`config.mk`:
```
export PLATFORM = sky130hd
export DESIGN_NAME = low_power_mode_control
export DESIGN_NICKNAME = d
export VERILOG_FILES = /design/src/include/lpm_pkg.sv /design/src/verilog/low_power_mode_control.sv /design/src/verilog/xtal_tick_counter.sv
export SDC_FILE = /design/constraint.sdc
export NUM_CORES = 1
export LEC_CHECK = 0
export BUFFER_PORTS_ARGS = -buffer_cell sky130_fd_sc_hd__buf_2
export CELL_PAD_IN_SITES_DETAIL_PLACEMENT = 1
export CELL_PAD_IN_SITES_GLOBAL_PLACEMENT = 1
export CORE_MARGIN = 2
export CORE_UTILIZATION = 40
export CTS_CLUSTER_SIZE = 28
export DETAILED_ROUTE_END_ITERATION = 10
export GPL_TIMING_DRIVEN = 0
export MAX_ROUTING_LAYER = met4
export PLACE_DENSITY_LB_ADDON = 0.1
export SYNTH_ARGS = -nofsm -noshare
export SYNTH_HDL_FRONTEND = slang
export SYNTH_SLANG_ARGS = --single-unit
export TNS_END_PERCENT = 100
```
`constraint.sdc`:
```
create_clock -name core_clk -period 1.8 [get_ports core_clk]
set_clock_uncertainty 0.1 [all_clocks]
set_input_delay 0 -clock core_clk [delete_from_list [all_inputs] [get_ports core_clk]]
set_output_delay 0 -clock core_clk [all_outputs]
set_load 0.1 [all_outputs]
```
`src/include/lpm_pkg.sv`:
```
package lpm_pkg;
  // ****************************************
  // register map
  // ****************************************
  localparam logic [7:0] TIMED_ACCESS_UNLOCK_ADDR = 8'hC7; // unlock register
  localparam logic [7:0] POWER_CONTROL_ADDR = 8'h80; // idle / stop request
  localparam logic [7:0] RING_AND_BANDGAP_CONTROL_ADDR = 8'h81; // ring and band-gap
  localparam logic [7:0] WATCHDOG_CONTROL_ADDR = 8'h82; // watchdog control
  localparam logic [7:0] PROGRAM_MEMORY_SIZE_ADDR = 8'h83; // on-chip program size
  localparam logic [7:0] POWER_MANAGEMENT_REGISTER_ADDR = 8'h84; // strobe and divider
  // ****************************************
  // unlock sequence values
  // ****************************************
  localparam logic [7:0] UNLOCK_FIRST = 8'hAA; // first unlock byte
  localparam logic [7:0] UNLOCK_SECOND = 8'h55; // second unlock byte
  // ****************************************
  // field positions
  // ****************************************
  localparam int IDLE_BIT = 0; // power_control
  localparam int STOP_BIT = 1; // power_control
  localparam int BANDGAP_KEEP_BIT = 0; // ring_and_bandgap_control
  localparam int RING_SELECT_BIT = 1; // ring_and_bandgap_control
  localparam int RING_FLAG_BIT = 2; // ring_and_bandgap_control, read only
  localparam int POR_FLAG_BIT = 6; // watchdog_control
  localparam int WD_IRQ_FLAG_BIT = 3; // watchdog_control
  localparam int WD_RESET_EN_BIT = 1; // watchdog_control
  localparam int WD_RESTART_BIT = 0; // watchdog_control
  localparam int STROBE_SUPPRESS_BIT = 2; // power_management_register
  localparam int DIVIDED_CLOCK_BIT = 3; // power_management_register
  // ****************************************
  // protection masks and reset values
  // ****************************************
  localparam logic [7:0] WATCHDOG_PROTECTED_MASK = 8'h4B; // bits 6,3,1,0
  localparam logic [7:0] RING_PROTECTED_MASK = 8'h01; // band-gap keep
  localparam logic [7:0] SIZE_PROTECTED_MASK = 8'h07; // size bits 2..0
  localparam logic [7:0] RING_WRITE_MASK = 8'h03; // writable ring bits
  localparam logic [7:0] WATCHDOG_RESET = 8'h00; // watchdog control at reset
  localparam logic [7:0] SIZE_RESET = 8'h07; // full on-chip program size
  localparam logic [7:0] POWER_MANAGEMENT_RESET = 8'h00; // strobe not suppressed
  // ****************************************
  // timing
  // ****************************************
  localparam int UNLOCK_WINDOW_CYCLES = 3; // unlock window length in cycles
  localparam int RING_HANDOVER_XTAL_CLOCKS = 65536; // crystal clocks before handover
  localparam int STROBE_DIVIDE = 4; // strobe period in crystal clocks
endpackage

```
`src/verilog/low_power_mode_control.sv`:
```
// Added by the designer: the address-and-strobe port.
`timescale 1ns/100ps
module low_power_mode_control
#(
  parameter int HANDOVER_CLOCKS = lpm_pkg::RING_HANDOVER_XTAL_CLOCKS
)
(
  input wire logic core_clk,
  input wire logic srst,
  input wire logic [7:0] reg_addr,
  input wire logic [7:0] reg_wdata,
  input wire logic reg_wr,
  input wire logic reg_rd,
  output logic [7:0] reg_rdata,
  input wire logic instr_done,
  input wire logic irq_taken,
  input wire logic ext_irq,
  input wire logic power_fail_event,
  input wire logic xtal_tick,
  input wire logic offchip_data_access,
  input wire logic por_flag_set,
  input wire logic wd_irq_flag_set,
  output logic cpu_halted,
  output logic clocks_stopped,
  output logic bandgap_on,
  output logic power_fail_wake,
  output logic ring_clock_active_flag,
  output logic unlock_window_open,
  output logic [7:0] watchdog_control,
  output logic [2:0] program_memory_size,
  output logic divided_clock_mode,
  output logic address_latch_strobe
);
  import lpm_pkg::*;

  initial
  begin
    if (HANDOVER_CLOCKS < 1)
      $error("handover count must be at least one");
  end

  // ****************************************
  // declarations
  // ****************************************
  typedef enum {WAIT_FIRST, GOT_FIRST, WINDOW_OPEN} unlock_e;

  unlock_e unlock_state_r; // unlock sequence state
  logic [1:0] window_count_r; // cycles left in window
  logic idle_r; // idle mode active
  logic stop_pending_r; // stop requested, waiting for instruction end
  logic stop_r; // stop mode active
  logic bandgap_keep_r; // keep reference on in stop
  logic ring_select_r; // restart from ring oscillator
  logic ring_active_r; // ring oscillator is the clock
  logic [7:0] watchdog_r; // watchdog control image
  logic [2:0] size_r; // program memory size bits
  logic strobe_suppress_r; // suppress strobe on-chip
  logic divided_r; // divided-clock mode bit
  logic [1:0] strobe_phase_r; // crystal tick phase for strobe
  logic strobe_r; // registered strobe
  logic [7:0] rdata_r; // read data register
  logic ring_done; // handover count reached
  logic unlock_write; // write to the unlock register
  logic window; // protected write allowed this cycle
  logic prot_write; // a protected bit write consumes the window
  logic wake_from_stop; // stop exit event

  // ****************************************
  // helpers
  // ****************************************
  // true when a write hits the given address
  function automatic logic hit(input logic [7:0] a, input logic [7:0] target);
    hit = reg_wr && (a == target);
  endfunction

  // merge new data into protected bits only when allowed
  function automatic logic [7:0] merge(input logic [7:0] old, input logic [7:0] nw,
                                       input logic [7:0] pmask, input logic ok);
    merge = ok ? nw : ((old & pmask) | (nw & ~pmask));
  endfunction

  assign unlock_write = hit(reg_addr, TIMED_ACCESS_UNLOCK_ADDR);
  assign window = (unlock_state_r == WINDOW_OPEN);
  assign prot_write = window && (hit(reg_addr, WATCHDOG_CONTROL_ADDR)
                      || hit(reg_addr, RING_AND_BANDGAP_CONTROL_ADDR)
                      || hit(reg_addr, PROGRAM_MEMORY_SIZE_ADDR));
  // band-gap kept on lets a power failure wake the part
  assign power_fail_wake = stop_r && bandgap_keep_r && power_fail_event;
  assign wake_from_stop = stop_r && (ext_irq || power_fail_wake);

  // ****************************************
  // timed access unlock
  // ****************************************
  // any other write between the two bytes restarts the sequence
  always_ff @(posedge core_clk)
  begin
    if (srst)
    begin
      unlock_state_r <= WAIT_FIRST;
      window_count_r <= 2'h0;
    end
    else
    begin
      unique case (unlock_state_r)
        WAIT_FIRST:
        begin
          if (unlock_write && reg_wdata == UNLOCK_FIRST)
            unlock_state_r <= GOT_FIRST;
        end
        GOT_FIRST:
        begin
          if (unlock_write && reg_wdata == UNLOCK_SECOND)
          begin
            unlock_state_r <= WINDOW_OPEN;
            window_count_r <= 2'(UNLOCK_WINDOW_CYCLES - 1);
          end
          else if (unlock_write && reg_wdata == UNLOCK_FIRST)
            unlock_state_r <= GOT_FIRST; // a fresh first byte restarts
          else if (reg_wr)
            unlock_state_r <= WAIT_FIRST;
        end
        WINDOW_OPEN:
        begin
          // one protected write per unlock, or the window times out
          if (prot_write || window_count_r == 2'h0)
            unlock_state_r <= WAIT_FIRST;
          else
            window_count_r <= window_count_r - 2'h1;
          if (unlock_write && reg_wdata == UNLOCK_FIRST)
            unlock_state_r <= GOT_FIRST;
        end
      endcase
    end
  end

  assign unlock_window_open = window;

  // ****************************************
  // idle mode
  // ****************************************
  // idle holds until any interrupt is taken
  always_ff @(posedge core_clk)
  begin
    if (srst)
      idle_r <= 1'b0;
    else if (irq_taken)
      idle_r <= 1'b0;
    else if (hit(reg_addr, POWER_CONTROL_ADDR) && reg_wdata[IDLE_BIT])
      idle_r <= 1'b1;
  end

  // ****************************************
  // stop mode
  // ****************************************
  // stop takes effect when the writing instruction completes
  always_ff @(posedge core_clk)
  begin
    if (srst)
    begin
      stop_pending_r <= 1'b0;
      stop_r <= 1'b0;
    end
    else
    begin
      // a write that ends its own instruction stops at once, nothing is left pending
      if (hit(reg_addr, POWER_CONTROL_ADDR) && reg_wdata[STOP_BIT] && !instr_done)
        stop_pending_r <= 1'b1;
      else if (instr_done)
        stop_pending_r <= 1'b0;
      if (wake_from_stop)
        stop_r <= 1'b0;
      else if ((stop_pending_r || (hit(reg_addr, POWER_CONTROL_ADDR)
                && reg_wdata[STOP_BIT])) && instr_done)
        stop_r <= 1'b1;
    end
  end

  assign cpu_halted = idle_r || stop_r;
  assign clocks_stopped = stop_r;
  // reference follows the keep bit only while stopped
  assign bandgap_on = !stop_r || bandgap_keep_r;

  // ****************************************
  // ring and band-gap control
  // ****************************************
  // keep bit is protected, ring select is free
  always_ff @(posedge core_clk)
  begin
    if (srst)
    begin
      bandgap_keep_r <= 1'b0;
      ring_select_r <= 1'b0;
    end
    else if (hit(reg_addr, RING_AND_BANDGAP_CONTROL_ADDR))
    begin
      ring_select_r <= reg_wdata[RING_SELECT_BIT];
      if (window)
        bandgap_keep_r <= reg_wdata[BANDGAP_KEEP_BIT];
    end
  end

  // ring becomes the clock on a stop exit with ring select set, crystal takes over later
  always_ff @(posedge core_clk)
  begin
    if (srst)
      ring_active_r <= 1'b0;
    else if (wake_from_stop && ring_select_r)
      ring_active_r <= 1'b1;
    else if (ring_done)
      ring_active_r <= 1'b0;
  end

  xtal_tick_counter #(.TARGET(HANDOVER_CLOCKS)) u_handover
  (
    .core_clk(core_clk),
    .srst(srst),
    .run(ring_active_r),
    .tick(xtal_tick),
    .done(ring_done)
  );

  assign ring_clock_active_flag = ring_active_r;

  // ****************************************
  // watchdog control and program size
  // ****************************************
  // hardware set of a flag wins over a software clear
  always_ff @(posedge core_clk)
  begin
    if (srst)
      watchdog_r <= WATCHDOG_RESET;
    else
    begin
      if (hit(reg_addr, WATCHDOG_CONTROL_ADDR))
        watchdog_r <= merge(watchdog_r, reg_wdata, WATCHDOG_PROTECTED_MASK, window);
      if (por_flag_set)
        watchdog_r[POR_FLAG_BIT] <= 1'b1;
      if (wd_irq_flag_set)
        watchdog_r[WD_IRQ_FLAG_BIT] <= 1'b1;
    end
  end

  // all three size bits are protected
  always_ff @(posedge core_clk)
  begin
    if (srst)
      size_r <= SIZE_RESET[2:0];
    else if (hit(reg_addr, PROGRAM_MEMORY_SIZE_ADDR) && window)
      size_r <= reg_wdata[2:0];
  end

  assign watchdog_control = watchdog_r;
  assign program_memory_size = size_r;

  // ****************************************
  // power management register
  // ****************************************
  // strobe suppress and divided-clock mode are unprotected
  always_ff @(posedge core_clk)
  begin
    if (srst)
    begin
      strobe_suppress_r <= POWER_MANAGEMENT_RESET[STROBE_SUPPRESS_BIT];
      divided_r <= POWER_MANAGEMENT_RESET[DIVIDED_CLOCK_BIT];
    end
    else if (hit(reg_addr, POWER_MANAGEMENT_REGISTER_ADDR))
    begin
      strobe_suppress_r <= reg_wdata[STROBE_SUPPRESS_BIT];
      divided_r <= reg_wdata[DIVIDED_CLOCK_BIT];
    end
  end

  assign divided_clock_mode = divided_r;

  // ****************************************
  // address latch strobe
  // ****************************************
  // one high crystal clock in every four, held low when stopped or when suppressed without off-chip access
  always_ff @(posedge core_clk)
  begin
    if (srst)
    begin
      strobe_phase_r <= 2'h0;
      strobe_r <= 1'b0;
    end
    else if (stop_r)
      strobe_r <= 1'b0;
    else if (xtal_tick)
    begin
      strobe_phase_r <= 2'(strobe_phase_r + 2'h1);
      if (strobe_suppress_r && !offchip_data_access)
        strobe_r <= 1'b0;
      else
        strobe_r <= (strobe_phase_r == 2'(STROBE_DIVIDE - 1));
    end
  end

  assign address_latch_strobe = strobe_r;

  // ****************************************
  // register read
  // ****************************************
  // data stands the cycle after the strobe only; unmapped reads zero
  always_ff @(posedge core_clk)
  begin
    if (srst || !reg_rd)
      rdata_r <= 8'h00;
    else
    begin
      unique case (reg_addr)
        POWER_CONTROL_ADDR:
          rdata_r <= {6'h00, stop_r, idle_r};
        RING_AND_BANDGAP_CONTROL_ADDR:
          rdata_r <= {5'h00, ring_active_r, ring_select_r, bandgap_keep_r};
        WATCHDOG_CONTROL_ADDR:
          rdata_r <= watchdog_r;
        PROGRAM_MEMORY_SIZE_ADDR:
          rdata_r <= {5'h00, size_r};
        POWER_MANAGEMENT_REGISTER_ADDR:
          rdata_r <= {4'h0, divided_r, strobe_suppress_r, 2'h0};
        default:
          rdata_r <= 8'h00; // unlock register is write only
      endcase
    end
  end

  assign reg_rdata = rdata_r;
endmodule

```
`src/verilog/xtal_tick_counter.sv`:
```
`timescale 1ns/100ps
// counts crystal ticks while enabled and flags when the target is reached
module xtal_tick_counter
#(
  parameter int TARGET = 65536
)
(
  input wire logic core_clk,
  input wire logic srst,
  input wire logic run,
  input wire logic tick,
  output logic done
);
  import lpm_pkg::*;

  localparam int W = $clog2(TARGET + 1);

  initial
  begin
    if (TARGET < 1)
      $error("target must be at least one");
  end

  logic [W-1:0] count_r; // ticks seen so far

  // ****************************************
  // counter
  // ****************************************
  // clears whenever not running so every start counts from zero
  always_ff @(posedge core_clk)
  begin
    if (srst || !run)
      count_r <= '0;
    else if (tick && !done)
      count_r <= count_r + W'(1);
  end

  assign done = run && (count_r == W'(TARGET));
endmodule
```
==> results of run 1 <==
[cell type report]
| cell class | count | share of cell area |
|---|---|---|
| well taps | 75 | 0.0293 |
| multi-input cells | 193 | 0.437 |
| clock buffers | 5 | 0.0215 |
| repair buffers | 72 | 0.140 |
| flip-flops and latches | 51 | 0.321 |
| clock inverters | 3 | 0.0145 |
| plain buffers | 11 | 0.0223 |
| inverters | 12 | 0.0141 |
[worst max-delay path: cells and delay by family (launching register included)]
kind	cells	cell delay [ps]
AND/OR/NAND/NOR	4	720
flip-flops	1	490
buffers and inverters	1	190
XOR/XNOR	1	150
[cell usage in the layout, fill, tap and decap left out, types with 6 or more instances in the layout]
cell,instances
inv_1,10
buf_2,56
nor2_1,27
mux2i_1,9
nand2_1,17
xor2_1,10
nand3_1,15
nor3_1,8
dfxtp_1,46
a22oi_1,8
dlygate4sd3_1,16
a21oi_1,15
nand2b_1,6
and3_1,8
[flip-flops by register name (all words and copies together), names as in the netlist, named ones only]
name / cells
u_handover.count_r: 17
ring_clock_active_flag: 1
reg_rdata: 8
strobe_phase_r: 2
stop_pending_r: 1
watchdog_control: 6
ring_select_r: 1
window_count_r: 2
idle_r: 1
clocks_stopped: 1
program_memory_size: 3
divided_clock_mode: 1
strobe_suppress_r: 1
unlock_state_r: 2
bandgap_keep_r: 1
address_latch_strobe: 1
[stage by stage]
step / instances / util / area, sq um / hold slack [ps] / power [mW]
after floorplan: 267 / - / 2450 / -23.9 / 1.30
after global placement: 395 / 0.475 / 2810 / 70.6 / 1.37
after detailed placement: 395 / 0.475 / 2810 / 71.2 / 1.38
after CTS: 420 / 0.528 / 3130 / 3.32 / 2.24
after global routing: 422 / 0.540 / 3200 / 1.18 / 2.29
final: 422 / 0.540 / 3200 / -1.41 / 2.21
[synth_stat cells (all sizes together) (2+ instances only)]
cell and n:
buf 6, ha 7, mux2i 9, o21ai 7, clkbuf 5, nand3 16
a31oi 2, nand2 17, nor2b 4, nor3 10, a22oi 8, a31o 2
nor4bb 2, and3 9, xnor2 5, or3 3, nand4 5, nor4 5
a211oi 3, inv 12, nor3b 2, or2 2, nor2 27, nor4b 5
xor2 10, a21oi 15, dfxtp 51, nand2b 6
[per-layer routing]
metal	up-vias	routed length, um	GRT usage
met5	-	0	-
met4	0	61	0.0600
met3	6	246	0.0385
met2	40	3360	0.374
met1	1055	2980	0.250
li1	1107	-	-
[repair_timing]
action,CTS,global route
setup endpoints to repair,9,8
hold buffers,16,0
pin swaps,1,5
endpoints found under the hold margin,22,0
gates resized for setup,5,13
buffers inserted,1,2
[power groups by stage]
stage	Combinational, mW	Sequential, mW	Clock (mW)
floorplan	0.0999	1.20	0
global placement	0.195	1.18	0
detailed placement	0.201	1.18	0
CTS	0.228	1.15	0.862
global route	0.251	1.15	0.890
finish	0.229	1.15	0.832
[cells by family after synthesis]
family,Yosys count,share of synthesized area
buffers and inverters,23,0.0477
XOR/XNOR,15,0.0539
flip-flops,51,0.419
adder cells (fa/ha/maj),7,0.0359
multiplexers,9,0.0369
AO/OA/AOI/OAI,44,0.127
AND/OR/NAND/NOR,118,0.280
[how the worst min path moves through the flow]
| stage | to | start | cells past startpoint | slack, ps |
|---|---|---|---|---|
| floorplan | stop_pending_r | instr_done | 1 | -20 |
| global placement | idle_r | irq_taken | 2 | 70 |
| detailed placement | idle_r | irq_taken | 2 | 70 |
| CTS | watchdog_control[6] | reg_wr | 3 | 3 |
| global route | watchdog_control[6] | reg_wr | 3 | 1 |
| finish | watchdog_control[6] | reg_wr | 3 | -1 |
==> flow_metrics.env, run 1 <==
export IMPL_max_freq_mhz=566
export IMPL_criticalPathCategory="reg2reg"
export IMPL_status="finished with violations"
export IMPL_r2r_slack_ps=30
export IMPL_min_period_ps=1770
export IMPL_netSwitchingPower_mw=0.553
export IMPL_violations="hold timing"
export IMPL_end_kind="flop"
export IMPL_grt_pass1_wl_um=10600
export IMPL_sw_frac_of_total=0.250
export IMPL_synth_edff_count=0
export IMPL_crit_chain="nand4_1, buf_4, nor4b_4, nand3_1, xor2_1, nor2_1"
export IMPL_crit_start="u_handover.count_r[4]"
export IMPL_firstDrtPassIters=4
export IMPL_area_growth_pct=31.1
export IMPL_num_vias=2208
export IMPL_seq_power_share=0.520
export IMPL_endpoint="u_handover.count_r[14]"
export IMPL_fin_crit_sh=0.982
export IMPL_cts_tree="done"
export IMPL_clockBufferDepth=2
export IMPL_async_flop_share=0
export IMPL_power_density_nw_per_um2=691
export IMPL_r2r_end="u_handover.count_r[14]"
export IMPL_grt_pass1_vias=2250
export IMPL_critPathArrivalTime_ps=1860
export IMPL_htree_levels=2
export IMPL_drc_errors=0
export IMPL_yosysSeqAreaShare=0.419
export IMPL_num_rows=28
export IMPL_drive_gt1_frac=0.285
export IMPL_portBuffers=53
export IMPL_initial_core_util=0.412
export IMPL_ys_warn_count=0
export IMPL_io_pins=55
export IMPL_fillers=720
export IMPL_hold_viol=1
export IMPL_grt_usage=0.214
export IMPL_gp_congestion=0.774
export IMPL_yosysTopAreaCellShare=0.419
export IMPL_tightestPinTransition_ps=614
export IMPL_synth_top_area_cell="dfxtp_1"
export IMPL_synth_area_sq_um=2440
export IMPL_r2r_start="u_handover.count_r[4]"
export IMPL_power_leakage_nw=1.29
export IMPL_netlist_instances=267
export IMPL_final_setup_tns_ps=0
export IMPL_worstRegToRegCells=6
export IMPL_p_clk_frac=0.376
export IMPL_synth_nets=302
export IMPL_die_x_um=82.1
export IMPL_drt_iter0_markers=67
export IMPL_cts_sinks=51
export IMPL_cp_start_kind="flop"
export IMPL_ctsRootBufferMaster="clkbuf_8"
export IMPL_slew_headroom=0.587
export IMPL_synth_avg_cell_area_sq_um=9.13
export IMPL_internal_power_mw=1.66
export IMPL_peakVddDrop_mv=0.721
export IMPL_core_sq_um=5920
export IMPL_pre_cts_ws_ps=-167
export IMPL_fin_nets=381
export IMPL_antenna_found_initial=0
export IMPL_chipHeight_um=82.1
export IMPL_hpwl_um=4800
export IMPL_yosysUniqueCellTypes=50
export IMPL_fp_dieArea_sq_um=6740
export IMPL_crit_path_max_incr_delay_ps=490
export IMPL_ys_top_cells_by_area="dfxtp_1, nor2_1, mux2i_1, ha_1, xor2_1"
export IMPL_grt_overflow=0
export IMPL_whs_ps=-1.41
export IMPL_routed_wirelength_um=6650
export IMPL_comb_power_share=0.104
export IMPL_antenna_cells=0
export IMPL_avgViaCountPerCell=5.23
export IMPL_cap_violations=0
export IMPL_multiInputGateArea_sq_um=1400
export IMPL_grt_max_degree=18
export IMPL_setup_violations=0
export IMPL_slowest_stage="dfxtp_1"
export IMPL_crit_required_ps=1890
export IMPL_numCtsBuffers=5
export IMPL_regArea_sq_um=1030
export IMPL_fin_ws_ps=32.0
export IMPL_hp_class="in2reg"
export IMPL_clkTransAtPathRegs_ps=100
export IMPL_synth_seq_cells=51
export IMPL_clk_latency_ps=320
export IMPL_ant_nets=0
export IMPL_synthFlopType="dfxtp_1"
export IMPL_report_final_slew_viol_count=0
export IMPL_rsz0062_at_grt="yes"
export IMPL_wire_per_inst_um=15.8
export IMPL_critPathMaxFanout=5
No activity file was read; power rests on OpenSTA's default activity.
==> run 2, diff against run 1 <==
--- a/config.mk
+++ b/config.mk
@@ -9,7 +9,7 @@
 export CELL_PAD_IN_SITES_DETAIL_PLACEMENT = 1
 export CELL_PAD_IN_SITES_GLOBAL_PLACEMENT = 1
 export CORE_MARGIN = 2
-export CORE_UTILIZATION = 40
+export CORE_UTILIZATION = 30
 export CTS_CLUSTER_SIZE = 28
 export DETAILED_ROUTE_END_ITERATION = 10
 export GPL_TIMING_DRIVEN = 0
==> run 2 against run 1 <==
Net effect:
- the run now ends clean
- critical path depth increased by 1
- sequential power about the same
- final cell count increased by 6.2%
- worst setup slack improved by 16 ps
- die area increased by 32%
- flip-flop and latch count unchanged
- clock-buffer cell count increased by 1
- largest cell class unchanged
- largest power group unchanged
==> flow_metrics.env, run 2 (same netlist as run 1, synthesis figures left out) <==
export IMPL_avgViaCountPerCell=4.93
export IMPL_hold_viol=0
export IMPL_cts_sinks=51
export IMPL_htree_levels=2
export IMPL_ctsRootBufferMaster="clkbuf_8"
export IMPL_fillers=956
export IMPL_firstDrtPassIters=4
export IMPL_wire_per_inst_um=14.8
export IMPL_largest_reg_flops=17
export IMPL_hp_start="reg_addr[1]"
export IMPL_num_vias=2207
export IMPL_slew_headroom=0.565
export IMPL_r2r_end="u_handover.count_r[1]"
export IMPL_setup_violations=0
export IMPL_core_sq_um=7810
export IMPL_final_cell_mix="buf_2, dfxtp_1, nor2_1, nand2_1, dlygate4sd3_1"
export IMPL_crit_required_ps=1880
export IMPL_top_register="u_handover.count_r"
export IMPL_drt_iter0_markers=51
export IMPL_criticalPathCategory="in2reg"
export IMPL_fin_crit_sh=0.973
export IMPL_final_setup_tns_ps=0
export IMPL_die_x_um=94.2
export IMPL_cp_start_kind="primary input"
export IMPL_antenna_cells=0
export IMPL_clkTransAtPathRegs_ps=90
export IMPL_hp_class="in2reg"
export IMPL_drive_gt1_frac=0.260
export IMPL_antenna_found_initial=0
export IMPL_r2r_start="u_handover.count_r[3]"
export IMPL_final_common_cell="buf_2"
export IMPL_critPathMaxFanout=8
export IMPL_cap_violations=0
export IMPL_clockBufferDepth=2
export IMPL_max_freq_mhz=571
export IMPL_area_growth_pct=30.7
export IMPL_io_pins=55
export IMPL_drc_errors=0
export IMPL_portBuffers=53
export IMPL_status="finished, final reports clean"
export IMPL_final_core_util=0.408
export IMPL_min_path_cells=4
export IMPL_critPathArrivalTime_ps=1830
export IMPL_fin_nets=381
export IMPL_fp_dieArea_sq_um=8870
export IMPL_ant_nets=0
export IMPL_cts_tree="done"
export IMPL_r2r_slack_ps=120
export IMPL_worstRegToRegCells=5
export IMPL_power_density_nw_per_um2=681
export IMPL_hpwl_um=4930
export IMPL_power_leakage_nw=1.27
export IMPL_numCtsBuffers=5
export IMPL_min_period_ps=1750
export IMPL_initial_core_util=0.312
export IMPL_grt_pass1_vias=2284
export IMPL_grt_usage=0.163
export IMPL_tightestPinTransition_ps=648
export IMPL_num_rows=32
export IMPL_peakVddDrop_mv=0.278
export IMPL_grt_max_degree=15
export IMPL_clk_latency_ps=300
export IMPL_grt_overflow=0
export IMPL_report_final_slew_viol_count=0
export IMPL_end_kind="flop"
export IMPL_finalPower_mw=2.17
export IMPL_gp_congestion=0.740
export IMPL_chipHeight_um=94.2
export IMPL_routed_wirelength_um=6640
export IMPL_hold_end="ring_select_r"
export IMPL_grt_pass1_wl_um=11000
## run 2: changes by cell type in the layout (fill, tap and decap cells not counted), moves of 2 or more
cell / previous run / this run
dfxtp_1: 46 / 48
dfxtp_2: 5 / 3
inv_1: 10 / 12
inv_2: 2 / 0
## run 2: worst max-delay path by stage
stage | from | end | cells after the start
floorplan | clocks_stopped | ring_clock_active_flag | 4
global placement | u_handover.count_r[1] | u_handover.count_r[16] | 6
detailed placement | u_handover.count_r[1] | u_handover.count_r[14] | 6
CTS | reg_wr | window_count_r[1] | 7
global route | u_handover.count_r[0] | u_handover.count_r[1] | 7
finish | reg_wr | window_count_r[1] | 7
## run 2: repair_timing
| item | CTS | global route |
|---|---|---|
| setup endpoints to repair | 4 | 9 |
| setup buffers | 0 | 3 |
| hold buffers | 16 | 0 |
| gates resized for setup | 3 | 6 |
| endpoints found under the hold margin | 21 | 0 |
| pin swaps | 0 | 4 |
## run 2: layer usage
layer / GRT usage / vias to the layer above / wire length, um
met1: 0.197 / 1052 / 3120
li1: - / 1104 / -
met3: 0.0289 / 10 / 234
met5: - / - / 0
met2: 0.279 / 41 / 3210
met4: 0.0459 / 0 / 81
## run 2: cell type report
class | instances | area [sq um] | area share
multi-input combinational | 193 | 1370 | 0.429
sequential | 51 | 1020 | 0.322
timing repair buffer | 72 | 448 | 0.141
clock buffer | 6 | 72.6 | 0.0228
tap | 102 | 128 | 0.0400
clock inverter | 1 | 30.0 | 0.00942
buffer | 11 | 71.3 | 0.0224
inverter | 12 | 45.0 | 0.0141
## run 2: metrics by stage
stage                     cell area [sq um]  hold WS [ps]  instances  worst slack, ps
after floorplan                        2450         -23.9        267            -5.36
final                                  3190          18.1        448             47.8
after global placement                 2850          67.5        422             -162
after CTS                              3130          13.7        445             5.32
after detailed placement               2850          71.5        422             -130
after global routing                   3190          43.3        448            -77.5
## run 2: critical path, stage by stage
cell and delay, ps:
dlygate4sd3_1 560, buf_8 130, nand2_1 60, or4_4 580
o21ai_2 240, and4_1 220, nor3_1 40
## run 2: where the power goes
group	internal, mW	leakage, nW	total (mW)	switching [mW]
logic	0.0996	0.801	0.234	0.134
registers	1.14	0.414	1.15	0.00882
clock network	0.408	0.0513	0.787	0.379
total	1.65	1.27	2.17	0.522
==> run 3, diff against run 2 <==
--- a/config.mk
+++ b/config.mk
@@ -15,6 +15,7 @@
 export GPL_TIMING_DRIVEN = 0
 export MAX_ROUTING_LAYER = met4
 export PLACE_DENSITY_LB_ADDON = 0.1
+export REMOVE_ABC_BUFFERS = 1
 export SYNTH_ARGS = -nofsm -noshare
 export SYNTH_HDL_FRONTEND = slang
 export SYNTH_SLANG_ARGS = --single-unit
==> run 3 against run 2 <==
Net effect:
- global-route usage fell by 0.34 points
- worst hold slack better by 6.6 ps
- clock power increased by 5.2%
- register-to-register slack about the same
==> flow_metrics.env, run 3 (same netlist as run 1, synthesis figures left out) <==
export IMPL_whs_ps=24.7
export IMPL_num_rows=32
export IMPL_final_cell_mix="buf_2, dfxtp_1, nor2_1, nand2_1"
export IMPL_firstDrtPassIters=4
export IMPL_hpwl_um=4650
export IMPL_htree_levels=2
export IMPL_grt_pass1_vias=2227
export IMPL_final_setup_tns_ps=0
export IMPL_largest_reg_flops=17
export IMPL_chipHeight_um=94.2
export IMPL_antenna_cells=0
export IMPL_portBuffers=54
export IMPL_hold_end="ring_select_r"
export IMPL_grt_use_met2=0.260
export IMPL_clk_latency_ps=310
export IMPL_drive_gt1_frac=0.276
export IMPL_final_core_util=0.404
export IMPL_postLayoutCellArea_sq_um=3160
export IMPL_final_common_cell="buf_2"
export IMPL_antenna_found_initial=0
export IMPL_grt_max_degree=31
export IMPL_cap_violations=0
export IMPL_grt_util_met3=0.0257
export IMPL_r2r_end="u_handover.count_r[1]"
export IMPL_min_period_ps=1680
export IMPL_hp_start="reg_addr[1]"
export IMPL_grt_overflow=0
export IMPL_min_path_cells=4
export IMPL_grt_pass1_wl_um=10900
export IMPL_crit_required_ps=1870
export IMPL_slew_headroom=0.548
export IMPL_clockBufferDepth=2
export IMPL_ant_nets=0
export IMPL_io_pins=55
export IMPL_placed_cell_area_sq_um=2770
export IMPL_clkTransAtPathRegs_ps=100
export IMPL_fin_nets=374
export IMPL_core_sq_um=7810
export IMPL_grt_busiest_layer="met2"
export IMPL_cp_start_kind="primary input"
export IMPL_power_density_nw_per_um2=693
export IMPL_drt_iter0_markers=62
export IMPL_report_final_slew_viol_count=0
export IMPL_top_register="u_handover.count_r"
export IMPL_die_x_um=94.2
export IMPL_tightestPinTransition_ps=678
export IMPL_cts_sinks=51
export IMPL_criticalPathCategory="in2reg"
export IMPL_peakVddDrop_mv=0.280
export IMPL_grt_usage=0.160
export IMPL_num_vias=2138
export IMPL_hold_viol=0
export IMPL_status="finished, final reports clean"
export IMPL_drc_errors=0
export IMPL_cts_tree="done"
export IMPL_avgViaCountPerCell=4.84
export IMPL_power_leakage_nw=1.26
export IMPL_routed_wirelength_um=6530
export IMPL_fin_crit_sh=0.934
export IMPL_numCtsBuffers=5
export IMPL_initial_core_util=0.312
export IMPL_critPathMaxFanout=4
export IMPL_worstRegToRegCells=7
export IMPL_fp_dieArea_sq_um=8870
export IMPL_grt_use_met1=0.205
export IMPL_r2r_start="u_handover.count_r[1]"
export IMPL_wire_per_inst_um=14.8
export IMPL_ctsRootBufferMaster="clkbuf_8"
export IMPL_hp_class="in2reg"
export IMPL_end_kind="flop"
export IMPL_rsz0062_at_grt="yes"
export IMPL_critPathArrivalTime_ps=1750
export IMPL_r2r_slack_ps=130
export IMPL_max_freq_mhz=595
export IMPL_area_growth_pct=29.5
export IMPL_gp_congestion=0.771
export IMPL_setup_violations=0
==> run 3: changes by cell type in the layout (fill, tap and decap cells not counted), moves of 2 or more <==
cell,before,now
clkbuf_1,6,0
buf_4,3,7
buf_2,56,54
buf_6,2,0
inv_1,12,10
inv_2,0,2
==> run 3: critical path, stage by stage <==
cell and delay (ps):
dlygate4sd3_1 530, buf_2 140, nor4b_1 290, nand4_1 190
o21ai_1 310, and4_1 230, nor3_1 40
==> run 3: worst max-delay path by stage <==
stage / from / to / slack, ps / cells past startpoint
after CTS: u_handover.count_r[3] / u_handover.count_r[15] / -50 / 5
final: reg_wdata[3] / window_count_r[1] / 120 / 7
after global placement: reg_addr[6] / watchdog_control[6] / -400 / 6
after global routing: u_handover.count_r[2] / u_handover.count_r[15] / -30 / 5
after detailed placement: reg_addr[6] / watchdog_control[3] / -440 / 6
after floorplan: clocks_stopped / ring_clock_active_flag / -680 / 4
==> run 3: per-stage QoR <==
stage	setup WS [ps]	power [mW]	instances
after global placement	-397	1.36	412
after CTS	-45.8	2.23	438
after detailed placement	-444	1.36	412
after floorplan	-681	1.28	256
final	118	2.19	442
after global routing	-35.0	2.30	442
==> run 3: area by class of cell <==
cell class              count  area (sq um)
well taps                 102           128
repair buffers             76           473
fillers                   925          4650
flip-flops and latches     51          1020
inverters                  12          45.0
clock buffers               5          68.8
multi-input cells         193          1370
clock inverters             3          46.3
==> run 3: layer usage <==
metal / share of wire / up-vias
met5: 0 / -
met3: 0.029 / 9
met4: 0.017 / 0
met2: 0.48 / 36
met1: 0.48 / 1004
li1: - / 1089
==> run 3: what timing repair did <==
item,in CTS,in global routing
buffers inserted,3,4
hold buffers,15,0
pin swaps,2,4
endpoints found under the hold margin,20,0
resized for setup,4,13
setup endpoints to repair,13,10
==> run 3: report_power, final <==
part / total (mW) / switching, mW / internal (mW) / leakage, nW
Clock: 0.828 / 0.409 / 0.419 / 0.0548
Sequential: 1.15 / 0.00909 / 1.14 / 0.414
Combinational: 0.212 / 0.125 / 0.0865 / 0.791
Total: 2.19 / 0.543 / 1.65 / 1.26
